File: src/verilog/bts_pkg.sv
// Package with roles, timing and reset constants for the bus transfer scheme
package bts_pkg;
    // Breaker role chosen by the scheme role setting
    typedef enum logic [1:0] {
        BTS_ROLE_OFF  = 2'h0,
        BTS_ROLE_INC1 = 2'h1,
        BTS_ROLE_INC2 = 2'h2,
        BTS_ROLE_TIE  = 2'h3
    } bts_role_t;

    // Trip selector positions
    typedef enum logic [1:0] {
        BTS_SEL_INC1 = 2'h0,
        BTS_SEL_INC2 = 2'h1,
        BTS_SEL_TIE  = 2'h2
    } bts_sel_t;

    // Incomer transfer sequence, Gray coded from IDLE through XFER to DONE
    typedef enum logic [1:0] {
        BTS_ST_IDLE = 2'h0,
        BTS_ST_XFER = 2'h1,
        BTS_ST_DONE = 2'h3
    } bts_state_t;

    localparam int BTS_CLK_HZ = 50000000;
    localparam int BTS_TICK_MS = 100;
    localparam int BTS_TICK_CYCLES = BTS_CLK_HZ / 1000 * BTS_TICK_MS;
    localparam int BTS_DELAY_W = 7;
    localparam logic [6:0] BTS_DELAY_MAX = 7'h64;
    localparam logic [6:0] BTS_DELAY_RST = 7'h00;
    localparam int BTS_SYNC_STAGES = 3;
endpackage

File: src/verilog/bts_transfer_logic.sv
// Automatic bus transfer logic for incomer or bus tie role
// Summary of operation
// - Role setting selects off, incomer or tie
// - Guard delays 0 to 10 s, 0.1 s
// - Double loss inhibit suppresses timed undervoltage trips
// - No transfer close after double source loss
// - Lockout, upstream trip or undervoltage start transfer
// - Block if any breaker not connected
// - Block while other incomer is open
// - Block during own bus instantaneous overcurrent
// - Block while other source undervoltage operated
// - Hold trip and close until own breaker opens
// - Tie latches close until closed or inhibit
// - Tie closes only with sync check permit
// - Third breaker closing trips the chosen breaker
// - This-source window after overcurrent reset allows undervoltage block
// - Other-source window blocks after first return
// - Second incomer uses swapped indices
// - Manual close needs live line, dead bus
`timescale 1ns/1ps
module bts_transfer_logic
    import bts_pkg::*;
#(
    parameter int TICK_CYCLES = BTS_TICK_CYCLES
) (
    input wire logic clock,
    input wire logic sys_rst,
    input wire logic [1:0] schemeRole,
    input wire logic [6:0] ownSourceBlockWindow,
    input wire logic [6:0] dualReturnHoldWindow,
    input wire logic doubleLossTripInhibit,
    input wire logic [1:0] tripChoiceSwitch,
    input wire logic [2:0] breakerConnected,
    input wire logic [2:0] breakerClosed,
    input wire logic [1:0] transformerLockoutSignal,
    input wire logic [1:0] upstreamBreakerTripSignal,
    input wire logic [1:0] inverseLineUndervoltage,
    input wire logic [1:0] definiteLineUndervoltage,
    input wire logic [1:0] phaseInstantOvercurrent,
    input wire logic [1:0] neutralInstantOvercurrent,
    input wire logic closeRequestIn,
    input wire logic transferInhibitInput,
    input wire logic syncCheckPermit,
    input wire logic lineLive,
    input wire logic busDead,
    output logic ownTrip,
    output logic closeRequestOut,
    output logic tieClose,
    output logic manualClosePermit,
    output logic transferBusy
);
    localparam int NIN = 15;

    logic [NIN-1:0] rawIn;
    logic [NIN-1:0] syncA;
    logic [NIN-1:0] syncB;
    logic [NIN-1:0] syncC;
    logic [NIN-1:0] cleanIn;
    logic tick;
    logic isInc;
    logic isTie;
    logic active;
    logic [2:0] brkConn;
    logic [2:0] brkClosed;
    logic [2:0] brkClosedQ;
    logic ownOc;
    logic ownOcQ;
    logic ocReset;
    logic thisWin;
    logic [1:0] srcLost;
    logic [1:0] srcLostQ;
    logic doubleLoss;
    logic firstReturn;
    logic otherWin;
    logic initCause;
    logic blocked;
    logic timedUvTrip;
    logic tieLatch;
    logic parallelTrip;
    logic ownIdx;
    logic othIdx;
    bts_state_t state;
    bts_state_t next_state;
    bts_role_t role;

    assign role = bts_role_t'(schemeRole);
    assign rawIn = {breakerConnected, breakerClosed, transformerLockoutSignal,
                    upstreamBreakerTripSignal, inverseLineUndervoltage, definiteLineUndervoltage, closeRequestIn};

    // Three-stage pin synchronisers; stage one feeds only stage two
    always_ff @(posedge clock) begin
        if (sys_rst) begin
            syncA <= '0;
            syncB <= '0;
            syncC <= '0;
            cleanIn <= '0;
        end else begin
            syncA <= rawIn;
            syncB <= syncA;
            syncC <= syncB;
            for (int i = 0; i < NIN; i++) begin
                if (syncB[i] == syncC[i]) begin
                    cleanIn[i] <= syncC[i];
                end
            end
        end
    end

    bts_tick_gen #(
        .CYCLES(TICK_CYCLES)
    ) u_tick (
        .clock(clock),
        .sys_rst(sys_rst),
        .tick(tick)
    );

    // Role decode and index swap for the second incomer
    assign isInc = (role == BTS_ROLE_INC1) || (role == BTS_ROLE_INC2);
    assign isTie = (role == BTS_ROLE_TIE);
    assign active = (role != BTS_ROLE_OFF);
    assign ownIdx = (role == BTS_ROLE_INC2);
    assign othIdx = ~ownIdx;

    assign brkConn = cleanIn[14:12];
    assign brkClosed = cleanIn[11:9];

    // Overcurrent elements are internal, same clock, used directly
    assign ownOc = phaseInstantOvercurrent[ownIdx] | neutralInstantOvercurrent[ownIdx];
    assign ocReset = ownOcQ && !ownOc;

    // Source lost means timed undervoltage on that line
    assign srcLost = cleanIn[4:3];
    assign doubleLoss = &srcLost;
    assign firstReturn = (&srcLostQ) && (srcLost != 2'b11) && (srcLost != 2'b00);

    always_ff @(posedge clock) begin
        if (sys_rst) begin
            ownOcQ <= 1'b0;
            srcLostQ <= 2'b00;
            brkClosedQ <= 3'h0;
        end else begin
            ownOcQ <= ownOc;
            srcLostQ <= srcLost;
            brkClosedQ <= brkClosed;
        end
    end

    bts_guard_timer u_this_win (
        .clock(clock),
        .sys_rst(sys_rst),
        .tick(tick),
        .start(ocReset),
        .setting(ownSourceBlockWindow),
        .running(thisWin)
    );

    bts_guard_timer u_other_win (
        .clock(clock),
        .sys_rst(sys_rst),
        .tick(tick),
        .start(firstReturn),
        .setting(dualReturnHoldWindow),
        .running(otherWin)
    );

    // Initiation causes on the own source
    assign initCause = cleanIn[7 + 32'(ownIdx)] | cleanIn[5 + 32'(ownIdx)] | cleanIn[3 + 32'(ownIdx)];

    // Any blocking condition stops a new transfer; the undervoltage block stays armed
    // during the this-source window because a fault dip can look like a healthy-source loss
    assign blocked = !(&brkConn)
        || !brkClosed[othIdx]
        || ownOc
        || cleanIn[1 + 32'(othIdx)]
        || (thisWin && cleanIn[1 + 32'(ownIdx)])
        || otherWin
        || doubleLoss;

    // Plain timed undervoltage trip on double loss unless inhibited
    assign timedUvTrip = doubleLoss && cleanIn[3 + 32'(ownIdx)] && !doubleLossTripInhibit;

    // Incomer sequence: hold trip until own breaker reports open
    always_comb begin
        next_state = state;
        unique case (state)
            BTS_ST_IDLE: begin
                if (isInc && initCause && !blocked) begin
                    next_state = BTS_ST_XFER;
                end
            end
            BTS_ST_XFER: begin
                if (!brkClosed[ownIdx]) begin
                    next_state = BTS_ST_DONE;
                end
            end
            BTS_ST_DONE: begin
                if (!initCause) begin
                    next_state = BTS_ST_IDLE;
                end
            end
            default: next_state = BTS_ST_IDLE;
        endcase
    end

    always_ff @(posedge clock) begin
        if (sys_rst || !isInc) begin
            state <= BTS_ST_IDLE;
        end else begin
            state <= next_state;
        end
    end

    // Tie latch: held until tie closes or inhibit; set wins only when neither ends it
    always_ff @(posedge clock) begin
        if (sys_rst || !isTie) begin
            tieLatch <= 1'b0;
        end else if (brkClosed[2] || transferInhibitInput) begin
            tieLatch <= 1'b0;
        end else if (cleanIn[0]) begin
            tieLatch <= 1'b1;
        end
    end

    // Prevent parallel: a breaker closing while the other two were already closed and still are;
    // breakers rising together after reset or in a swap do not count as a third closing
    always_comb begin
        parallelTrip = 1'b0;
        for (int b = 0; b < 3; b++) begin
            if (brkClosed[b] && !brkClosedQ[b]
                && (brkClosed & brkClosedQ & ~(3'h1 << b)) == (3'h7 & ~(3'h1 << b))) begin
                parallelTrip = 1'b1;
            end
        end
    end

    logic parallelHold;
    logic chosenForTrip;

    // Chosen breaker is this relay's own breaker per the selector
    always_comb begin
        unique case (role)
            BTS_ROLE_INC1: chosenForTrip = (tripChoiceSwitch == BTS_SEL_INC1);
            BTS_ROLE_INC2: chosenForTrip = (tripChoiceSwitch == BTS_SEL_INC2);
            BTS_ROLE_TIE: chosenForTrip = (tripChoiceSwitch == BTS_SEL_TIE);
            BTS_ROLE_OFF: chosenForTrip = 1'b0;
        endcase
    end

    // Parallel trip holds until the own breaker opens
    always_ff @(posedge clock) begin
        if (sys_rst || !active) begin
            parallelHold <= 1'b0;
        end else if (parallelTrip && chosenForTrip) begin
            parallelHold <= 1'b1;
        end else if (!brkClosed[isTie ? 2 : 32'(ownIdx)]) begin
            parallelHold <= 1'b0;
        end
    end

    // Registered outputs; the inactive role drives everything low
    always_ff @(posedge clock) begin
        if (sys_rst || !active) begin
            ownTrip <= 1'b0;
            closeRequestOut <= 1'b0;
            tieClose <= 1'b0;
            manualClosePermit <= 1'b0;
            transferBusy <= 1'b0;
        end else begin
            ownTrip <= (state == BTS_ST_XFER) || parallelHold || (isInc && timedUvTrip);
            closeRequestOut <= (state == BTS_ST_XFER);
            tieClose <= tieLatch && syncCheckPermit && !doubleLoss;
            manualClosePermit <= isInc && !brkClosed[ownIdx] && lineLive && busDead;
            transferBusy <= (state != BTS_ST_IDLE) || tieLatch;
        end
    end

    // Trip holds for the whole transfer until the breaker opens
    property p_hold_trip;
        @(posedge clock) disable iff (sys_rst)
        (state == BTS_ST_XFER) && active |=> ownTrip && closeRequestOut;
    endproperty
    a_hold_trip: assert property (p_hold_trip) else $error("trip not held in transfer");

    property p_inactive;
        @(posedge clock) disable iff (sys_rst)
        !active |=> !ownTrip && !closeRequestOut && !tieClose;
    endproperty
    a_inactive: assert property (p_inactive) else $error("inactive role drove output");

    property p_tie_permit;
        @(posedge clock) disable iff (sys_rst)
        tieClose |-> $past(syncCheckPermit) && $past(tieLatch);
    endproperty
    a_tie_permit: assert property (p_tie_permit) else $error("tie close without permit");

    property p_tie_clear;
        @(posedge clock) disable iff (sys_rst)
        isTie && transferInhibitInput |=> !tieLatch;
    endproperty
    a_tie_clear: assert property (p_tie_clear) else $error("latch kept after inhibit");

    property p_no_init_blocked;
        @(posedge clock) disable iff (sys_rst)
        (state == BTS_ST_IDLE) && blocked |=> state == BTS_ST_IDLE;
    endproperty
    a_no_init_blocked: assert property (p_no_init_blocked) else $error("transfer while blocked");

    property p_double_loss;
        @(posedge clock) disable iff (sys_rst)
        doubleLoss ##1 doubleLoss |-> !tieClose;
    endproperty
    a_double_loss: assert property (p_double_loss) else $error("tie closed on double loss");

    property p_manual;
        @(posedge clock) disable iff (sys_rst)
        manualClosePermit |-> $past(lineLive) && $past(busDead);
    endproperty
    a_manual: assert property (p_manual) else $error("manual close without live-dead");

    property p_release;
        @(posedge clock) disable iff (sys_rst)
        (state == BTS_ST_XFER) && !brkClosed[ownIdx] && isInc |=> state == BTS_ST_DONE;
    endproperty
    a_release: assert property (p_release) else $error("transfer not released");

    // A held parallel trip reaches the trip output on the next edge
    property p_parallel_trip;
        @(posedge clock) disable iff (sys_rst)
        parallelHold && active |=> ownTrip;
    endproperty
    a_parallel_trip: assert property (p_parallel_trip) else $error("parallel trip not driven");

    property p_dl_inhibit;
        @(posedge clock) disable iff (sys_rst)
        doubleLossTripInhibit && (state == BTS_ST_IDLE) && !parallelHold |=> !ownTrip;
    endproperty
    a_dl_inhibit: assert property (p_dl_inhibit) else $error("timed trip while inhibited");

    property p_other_open;
        @(posedge clock) disable iff (sys_rst)
        (state == BTS_ST_IDLE) && !brkClosed[othIdx] |=> state == BTS_ST_IDLE;
    endproperty
    a_other_open: assert property (p_other_open) else $error("transfer with other incomer open");

    c_transfer: cover property (@(posedge clock) disable iff (sys_rst) state == BTS_ST_XFER);
    c_tie_close: cover property (@(posedge clock) disable iff (sys_rst) tieClose);
    c_parallel: cover property (@(posedge clock) disable iff (sys_rst) parallelHold);
endmodule

File: src/verilog/bts_tick_gen.sv
// Divider giving a one-cycle pulse every tick period
`timescale 1ns/1ps
module bts_tick_gen
    import bts_pkg::*;
#(
    parameter int CYCLES = BTS_TICK_CYCLES
) (
    input wire logic clock,
    input wire logic sys_rst,
    output logic tick
);
    logic [31:0] count;

    // Free-running divider; tick is registered so it is glitch free
    always_ff @(posedge clock) begin
        if (sys_rst) begin
            count <= 32'h0;
            tick <= 1'b0;
        end else if (count >= 32'(CYCLES - 1)) begin
            count <= 32'h0;
            tick <= 1'b1;
        end else begin
            count <= count + 32'h1;
            tick <= 1'b0;
        end
    end
endmodule

File: src/verilog/bts_guard_timer.sv
// Guard delay timer counting ticks, restarts on every start
`timescale 1ns/1ps
module bts_guard_timer
    import bts_pkg::*;
(
    input wire logic clock,
    input wire logic sys_rst,
    input wire logic tick,
    input wire logic start,
    input wire logic [6:0] setting,
    output logic running
);
    logic [6:0] count;
    logic [6:0] limit;

    // Settings above ten seconds are clamped to ten
    assign limit = (setting > BTS_DELAY_MAX) ? BTS_DELAY_MAX : setting;

    // Restart from zero whenever start recurs
    always_ff @(posedge clock) begin
        if (sys_rst) begin
            count <= BTS_DELAY_RST;
            running <= 1'b0;
        end else if (start) begin
            count <= BTS_DELAY_RST;
            running <= (limit != BTS_DELAY_RST);
        end else if (running && tick) begin
            if (count + 7'h01 >= limit) begin
                running <= 1'b0;
            end
            count <= count + 7'h01;
        end
    end
endmodule

File: config.mk
export PLATFORM = sky130hd
export DESIGN_NAME = bts_transfer_logic
export DESIGN_NICKNAME = d
export VERILOG_FILES = /design/src/verilog/bts_pkg.sv /design/src/verilog/bts_transfer_logic.sv /design/src/verilog/bts_tick_gen.sv /design/src/verilog/bts_guard_timer.sv
export SDC_FILE = /design/constraint.sdc
export NUM_CORES = 1
export LEC_CHECK = 0
export ABC_AREA = 1
export BUFFER_PORTS_ARGS = -buffer_cell sky130_fd_sc_hd__buf_2
export CORE_UTILIZATION = 40
export DETAILED_ROUTE_END_ITERATION = 12
export SLEW_MARGIN = 10
export SYNTH_ARGS = -nofsm -noshare
export SYNTH_HDL_FRONTEND = slang
export SYNTH_HIERARCHICAL = 1
export SYNTH_SLANG_ARGS = --single-unit
File: constraint.sdc
create_clock -name clock -period 1.94 [get_ports clock]
set_input_delay 0.097 -clock clock [delete_from_list [all_inputs] [get_ports clock]]
set_output_delay 0.097 -clock clock [all_outputs]
set_load 0.03 [all_outputs]
# == Yosys cells after proc, flatten, opt, wreduce, memory -nomap -nowiden ==
# Index checks and enable logic that the tools add are counted.
# word_totals
reg_bits,124
latchBits,0
mem_bits_rw,0
rom_bits,0
input_bits,44
output_inout_bits,5
wordCells,204
mem_count,0
# classes
addsub,8
mul,0
n_div,0
magnitude_cmp,14
n_eq_ne,30
n_shift,0
n_mux,40
bitwise,5
reduce_logical,72
# ops
op,count
$add A32 B1 Y32 const B,1
$ge A32 B23 Y1 const B,1
$mux W1,26
$logic_and A1 B1 Y1,23
$bmux W1 S4,5
$eq A1 B1 Y1,15
$add A7 B1 Y7 const B,2
$eq A2 B2 Y1 const B,7
$ge A7 B7 Y1,2
$gt A7 B7 Y1 const B,2
$logic_or A1 B1 Y1,14
$mux W7,2
$reduce_bool A2 Y1,7
$reduce_bool A7 Y1,2
$logic_not A1 Y1,13
$lt A2 B5 Y1 const B,2
$lt A4 B5 Y1 const B,2
$ne A2 B2 Y1 const B,5
$add A3 B1 Y4 const A,2
$mux W2,4
$reduce_and A2 Y1,4
$reduce_or A2 Y1,4
$eq A2 B1 Y1 const B,3
$logic_not A2 Y1,3
13 further kinds,18

# == Depth between registers and ports, before layout ==
# Gate-level depths: netlist (run 1).
# depth
ltp_word,15
depth_mapped,16
mapped_depth_nobuf,16

# == Hierarchy ==
# The synthesis (run 1) kept the hierarchy.
# modules_own_cells
module,instances,cells_per_inst,area_per_inst_um2,seq_area_each_um2
bts_transfer_logic,1,333,2611.3,1501.4
bts_tick_gen,1,197,1530.2,660.6
bts_guard_timer,2,107,681.9,160.2

# == Worst setup path before layout (run 1) ==
# OpenSTA, ideal clock, no wires.
# synth_path
kind,reg-to-reg
from,reg u_this_win.count[0]
to,reg u_this_win.running
setup_ps,112
t_arrival_ps,1503
required_time_ps,1828
slack_ps,325
path_stages_with_launch,14
path_buffers,0
synth_period_minus_slack_ps,1615
path_cell_list,dfxtp_1 ha_1 nand2_1 inv_2 nand2_1 xnor2_1 ha_1 nand2_1 a21oi_1 nor2_1 nand2_1 nand2_1 nand2_1 nand2_1
# synth_between
elab_chain_cells,4
# synth_rtl
element,line_no,source
start: declaration,bts_guard_timer.sv:13,logic [6:0] count;
start signal: assignment,bts_guard_timer.sv:31,count <= count + 7'h01;
$add A7 B1 Y7,bts_guard_timer.sv:28,if (count + 7'h01 >= limit) begin
$ge A7 B7 Y1,bts_guard_timer.sv:28,
$reduce_bool A2 Y1 (no source line),--,
$reduce_and A2 Y1 (no source line),--,
end signal: assignment,bts_guard_timer.sv:26,running <= (limit != BTS_DELAY_RST);
end: declaration,bts_guard_timer.sv:11,output logic running
# Every way passes these cells.
# A chain may end at the register's enable or synchronous reset.

# == Final worst setup path (run 1) ==
# Same ends and word-level chain as after synthesis.

==> flow_summary_export.csv, run 1 <==
group,metric,value,unit
detailed_routing,via_per_inst,4.36,
timing,final.period_utilization,0.876,
placement,gp_congestion,0.800,
synth,ys_seq_area_frac,0.451,
synth,synth_cell_types,34,
timing,finalHoldViolations,0,
synth,yosys_warnings,6,
final_layout,final_util,0.510,
placement,numPortBuffers,48,
floorplan,core,13300,sq um
critical_path,required,2.25,ns
final_layout,area_growth_syn_to_layout,23.7,%
detailed_routing,route.vias.total,4441,
synth,syn-cell-area,5510,sq um
detailed_routing,wl,10300,um
timing,tightest_slew,0.548,ns
timing,worst_slack,0.240,ns
pwr,power_leakage,0.00313,uW
final_layout,final_nets,897,
grt,antenna_found_initial,0,
timing,fin_crit,1.70,ns
timing,drv_slew,0,
final_layout,n_antenna_cell,0,
floorplan,rows,42,
pwr,powerDensity,931,nW/um^2
detailed_routing,drc,0,
synth,synth_edf_count,0,
detailed_routing,ant_nets,0,
clocking,cts_made_buffers,17,
synth,yosys_most_used_dff,"dfxtp_1",
floorplan,die_h,119,um
min_path,worstHoldPathType,"in -> reg",
grt,overflow,0,
critical_path,start_kind,"flip-flop",
placement,dpl.hpwl,7310,um
grt,track_usage,0.161,
critical_path,end_kind,"flip-flop",
detailed_routing,firstDrtPassIters,4,
synth,synthCells,744,
clocking,cts.sinks,124,
critical_path,crit_type,"reg -> reg",
timing,relSlewSlack,0.631,
floorplan,initial_core_util,0.412,
pwr,ir_worst_vdd,0.565,mV
floorplan,die_w,119,um
critical_path,crit_fanout,4,
grt,grt_pass1_vias,4121,
synth,syn_avg_cell_area,7.40,sq um
placement,dp_slack,0.195,ns
clocking,clock_latency,0.42,ns
run_status,status,"complete, no violations",
floorplan,die-area,14200,sq um
grt,grt_max_degree,50,
timing,final-setup-viol-count,0,
detailed_routing,wl_per_cell,10.1,um
detailed_routing,drtIter0Drc,259,
synth,ys_ff_latch,124,
critical_path,worstPathArrival,2.01,ns
clocking,h-tree-depth,4,
clocking,cts_root_buf,"clkbuf_16",
final_layout,drive_above_1_share,0.146,
run,maxCapViolations,0,
synth,async_reset_ff_frac,0,
clocking,cts_buffer_depth,2,
floorplan,io_pins,49,
timing,max_freq,588,MHz
clocking,clkSlewWorstSetupHoldPaths,0.06,ns
grt,grt_first_pass_wirelength,18100,um
clocking,cts_tree,"built",
timing,finClkSkew,0.00758,ns
==> sequential cells by signal (all words and copies together) (netlist names), 2 cells and up <==
register	count
syncB	15
u_tick/count	32
u_other_win/count	7
u_this_win/count	7
srcLostQ	2
cleanIn	15
state	2
brkClosedQ	3
syncA	15
syncC	15
==> routing by layer <==
layer	up-vias	global-route usage	wire length (um)
met1	1910	0.208	5390
met3	17	0.0426	410
met4	0	0.0773	212
met2	68	0.248	4290
met5	-	0	0
li1	2446	-	-
==> worst paths after layout <==
check | slack [ns] | start | depth (start not counted) | end
worst max-delay path | 0.24 | u_this_win/count[0] | 13 | u_this_win/running
worst max register to register | 0.24 | u_this_win/count[0] | 13 | u_this_win/running
worst min-delay path | 0.01 | doubleLossTripInhibit | 4 | ownTrip
worst min register to register | 0.40 | syncA[1] | 2 | syncB[1]
==> through the flow <==
stage               TNS, ns  cells  total power, uW  hold WS [ns]  cell area [sq um]
finish                    0   1018             6340        0.0136               6810
global route        -0.0104   1018             6590        0.0281               6810
CTS                       0   1018             6410       0.00125               6790
detailed placement        0    969             2960         0.270               5970
global placement          0    969             2960         0.267               5970
floorplan                 0    752             2860         0.166               5540
==> worst max-delay path, stage by stage (launching register included) <==
cell and delay (ns):
dfxtp_4 0.36, ha_2 0.18, nand2_1 0.06, inv_2 0.08, nand2_1 0.06, xnor2_1 0.15, ha_1 0.30, nand2_1 0.05
a21oi_1 0.11, nor2_1 0.05, nand2_1 0.05, nand2_1 0.04, nand2_1 0.05, nand2_1 0.05
==> what timing repair did <==
| item | CTS | global route |
|---|---|---|
| gates resized for setup | 0 | 8 |
| hold buffers | 19 | 0 |
| setup endpoints to repair | 0 | 2 |
| hold endpoints to repair | 18 | 0 |
| buffers inserted | 0 | 0 |
==> logic make-up (layout without fill, tap and decap cells) <==
family | Yosys count | in the layout | share of synthesized area
flip-flops | 124 | 124 | 0.451
AO/OA/AOI/OAI | 74 | 74 | 0.0750
AND/OR/NAND/NOR | 357 | 357 | 0.283
adder cells (fa/ha/maj) | 22 | 22 | 0.0500
XOR/XNOR | 22 | 22 | 0.0377
other | 1 | 9 | 0.000681
buffers and inverters | 144 | 234 | 0.102
==> synth_stat cells, types with 2 or more instances <==
cell type / count / area (sq um)
inv_1: 131 / 492
nor2_4: 6 / 67.6
nand3_1: 28 / 140
xor2_2: 2 / 32.5
o21ai_0: 25 / 125
nand2_1: 131 / 492
o21ai_1: 2 / 10.0
o21bai_1: 7 / 52.6
buf_6: 2 / 22.5
nand2_2: 7 / 43.8
xnor2_1: 14 / 123
inv_2: 3 / 11.3
nor3b_1: 3 / 22.5
nor3_1: 12 / 60.1
buf_2: 6 / 30.0
a21o_1: 2 / 15.0
nand3_2: 4 / 40.0
o211ai_1: 3 / 22.5
ha_1: 22 / 275
a211oi_1: 4 / 30.0
nor2_2: 13 / 81.3
nand4_1: 5 / 31.3
dfxtp_1: 124 / 2480
xor2_1: 6 / 52.6
a21oi_1: 30 / 150
nor2_1: 144 / 541
==> power by group <==
part / leakage, uW / internal (uW) / switching, uW
Combinational: 0.00181 / 134 / 170
Sequential: 0.00101 / 2610 / 25.5
Clock: 0.000305 / 2300 / 1110
Total: 0.00313 / 5030 / 1300
==> placed cells by master (no fill, tap or decap), types with 9 or more instances in the layout <==
master,count
ha_1,20
buf_2,48
dfxtp_1,120
clkbuf_16,17
o21ai_0,25
dlygate4sd3_1,19
a21oi_1,30
nor3_1,12
conb_1,9
nand2_1,131
nor2_2,13
inv_1,131
nand3_1,28
xnor2_1,14
nor2_1,144
==> final cells by class <==
cell class              count  area [sq um]
clock buffers              19           443
clock inverters            11           193
fillers                  1305          6540
inverters                 135           507
multi-input cells         484          2490
flip-flops and latches    124          2490
well taps                 176           220
repair buffers             69           458
No activity file was read; power rests on OpenSTA's default activity.
==> run 2: changes to the inputs <==
ABC_AREA = default   (was 1)
==> run 2 against run 1 <==
Maximum frequency decreased by 9.0%. Sequential cell count unchanged. Non-clock buffer count increased by 23. Routed wire length decreased by 2.0%. First-iteration DRC count decreased by 22%. Register-to-register slack got worse by 0.17 ns. Combinational power decreased by 14%. Critical path depth decreased by 8. Clock power decreased by 13%. Critical endpoint is now u_tick/count[6]. Largest cell class unchanged. Highest routed layer unchanged.
==> flow_summary_export.csv, run 2 <==
group,metric,value,unit
timing,rsz0062_at_grt,"no",
critical_path,r2r_slack,0.07,ns
synth,yosys_warnings,6,
floorplan,die_h,116,um
timing,drv_slew,0,
floorplan,rows,41,
critical_path,crit_type,"reg -> reg",
synth,synthCells,551,
detailed_routing,drc,0,
placement,numPortBuffers,48,
synth,ys_seq_area_frac,0.479,
floorplan,die-area,13400,sq um
timing,final-setup-viol-count,0,
final_layout,drive_above_1_share,0.199,
final_layout,n_antenna_cell,0,
timing,final.period_utilization,0.963,
critical_path,max_stage_delay,0.55,ns
placement,gp_congestion,0.769,
timing,relSlewSlack,0.664,
clocking,clock_latency,0.40,ns
detailed_routing,route.vias.total,4040,
synth,synth_fa_ha_area_frac,0.0531,
critical_path,r2r-end,"u_tick/count[6]",
final_layout,most-common-layout-cells,"122 x dfxtp_1, 55 x nor2b_1, 48 x buf_2",
critical_path,crit_fanout,7,
final_layout,final_common_cell,"dfxtp_1",
detailed_routing,wl,10100,um
clocking,cts.sinks,124,
synth,syn_avg_cell_area,9.41,sq um
synth,synth.area.mux_share,0.0138,
clocking,h-tree-depth,4,
critical_path,worstPathArrival,2.16,ns
min_path,worstHoldEndpoint,"ownTrip",
timing,tightest_slew,0.504,ns
synth,synth_most_common_cell,"dfxtp_1",
synth,synth.cells.most_frequent,"124 x dfxtp_1, 55 x nor2b_1, 42 x nand2_1, 32 x nor3_1, 31 x a21oi_1",
run,maxCapViolations,0,
clocking,cts_tree,"built",
final_layout,area_growth_syn_to_layout,26.4,%
run_status,status,"complete, no violations",
timing,finalHoldViolations,0,
grt,overflow,0,
detailed_routing,wl_per_cell,12.1,um
synth,synth-compound-area-share,0.110,
final_layout,final_nets,716,
synth,ys_top_cells_by_area,"dfxtp_1 48%, nor2b_1 6.6%, ha_1 5.3%",
final_layout,regMostFlops,"u_tick/count",
min_path,worstHoldPathType,"in -> reg",
critical_path,required,2.23,ns
grt,track_usage,0.156,
timing,fin_crit,1.87,ns
detailed_routing,via_per_inst,4.84,
critical_path,cp_top_family,"simple AND/OR/NAND/NOR gates",
min_path,min_path_cells,3,
synth,synth-xor-area-share,0.0558,
detailed_routing,firstDrtPassIters,5,
clocking,cts_buffer_depth,2,
critical_path,cp_cell_sequence,"inv_1, or4b_4, o41ai_4, buf_4, nor3_1",
timing,worst_slack,0.0713,ns
clocking,cts_root_buf,"clkbuf_16",
synth,synthSimpleGateAreaFrac,0.258,
synth,synth.largest_area_cell,"dfxtp_1",
timing,max_freq,535,MHz
grt,grt_max_degree,53,
critical_path,start_kind,"flip-flop",
detailed_routing,ant_nets,0,
final_layout,largest_register_ffs,32,
timing,setup_tns,0,ns
pwr,powerDensity,893,nW/um^2
grt,antenna_found_initial,0,
floorplan,die_w,116,um
timing,finClkSkew,0.00607,ns
grt,grt_pass1_vias,3677,
critical_path,critical_path.slowest_cell,"or4b_4",
final_layout,fill_cells,1179,
placement,dp_slack,0.0501,ns
critical_path,r2r_cells,5,
grt,grt_first_pass_wirelength,16300,um
synth,yosys_most_used_dff,"dfxtp_1",
detailed_routing,drtIter0Drc,203,
synth,synth_top_cell_area_share,0.479,
synth,synth_edf_count,0,
floorplan,io_pins,49,
synth,synth_cell_types,58,
placement,dpl.hpwl,6930,um
critical_path,end_kind,"flip-flop",
pwr,ir_worst_vdd,0.534,mV
synth,syn-cell-area,5180,sq um
clocking,clkSlewWorstSetupHoldPaths,0.06,ns
clocking,cts_made_buffers,17,
critical_path,r2r-start,"u_tick/count[14]",
floorplan,initial_core_util,0.411,
critical_path,critical_path_buf_inv_count,2,
floorplan,core,12600,sq um
min_path,worstHoldStart,"doubleLossTripInhibit",
synth,async_reset_ff_frac,0,
pwr,power_leakage,0.00258,uW
synth,synth_top_family_by_area,"simple AND/OR/NAND/NOR gates",
clocking,post_cts_buffers,0,
synth,ys_ff_latch,124,
-- run 2: cell types whose count changed after synthesis, moves of 13 or more --
cell	previous run	this run
inv_1	131	16
nor2_2	13	0
nand2_1	131	42
nor2_1	144	27
nor2b_1	0	55
nor3_1	12	32
-- run 2: stage by stage --
stage / cell area [sq um] / hold WS, ns / std cells / power, uW / util
after detailed placement: 5750 / 0.312 / 783 / 2910 / 0.456
after global routing: 6550 / 0.122 / 835 / 6090 / 0.519
after global placement: 5750 / 0.304 / 783 / 2900 / 0.456
after floorplan: 5210 / 0.225 / 559 / 2820 / -
final: 6550 / 0.125 / 835 / 5850 / 0.519
after CTS: 6510 / 0.110 / 834 / 5920 / 0.516
-- run 2: layer usage --
layer,global-route usage,vias up,wire length (um)
met5,0,-,0
met4,0.0709,0,188
met3,0.0424,14,341
met2,0.253,75,4620
met1,0.193,1839,4960
li1,-,2112,-
-- run 2: worst max path at each step --
stage | startpoint | to | slack [ns] | cells after the start
after floorplan | u_tick/count[2] | u_tick/count[21] | 0.04 | 6
after global placement | u_tick/count[0] | u_tick/count[21] | 0.12 | 4
after detailed placement | u_tick/count[0] | u_tick/count[21] | 0.05 | 4
after CTS | u_tick/count[14] | u_tick/count[6] | 0.02 | 5
after global routing | u_tick/count[29] | u_tick/count[22] | 0.0002 | 5
final | u_tick/count[14] | u_tick/count[6] | 0.07 | 5
-- run 2: layout make-up --
cell class / instances / area [sq um] / share of cell area
Clock inverter: 15 / 136 / 0.0208
Tap cell: 172 / 215 / 0.0328
Multi-Input combinational cell: 399 / 2610 / 0.398
Inverter: 16 / 60.1 / 0.00917
Timing Repair Buffer: 92 / 622 / 0.0949
Sequential cell: 124 / 2480 / 0.379
Clock buffer: 17 / 425 / 0.0649
-- run 2: worst min-delay path: cells and delay by family --
family	cells	cell delay, ns
AOI/OAI and AO/OA	1	0.26
buffers and inverters	1	0.08
and+or+nand+nor	1	0.04
-- run 2: power by group --
| group | switching [uW] | total, uW | internal (uW) |
|---|---|---|---|
| registers | 26.2 | 2630 | 2600 |
| clock network | 1180 | 2960 | 1780 |
| logic | 128 | 262 | 134 |
| total | 1340 | 5850 | 4510 |
-- run 2: cells by family after synthesis --
logic type	count (synthesis)
DFF	124
xor gates and xnor gates	33
other	1
AOI/OAI and AO/OA	93
adders and majority gates	22
and+or+nand+nor	236
muxes	6
buffers and inverters	36
-- run 2: what timing repair did --
item,CTS,global route
endpoints found under the setup margin,0,22
endpoints found under the hold margin,18,0
hold buffers,19,0
resized for setup,0,13
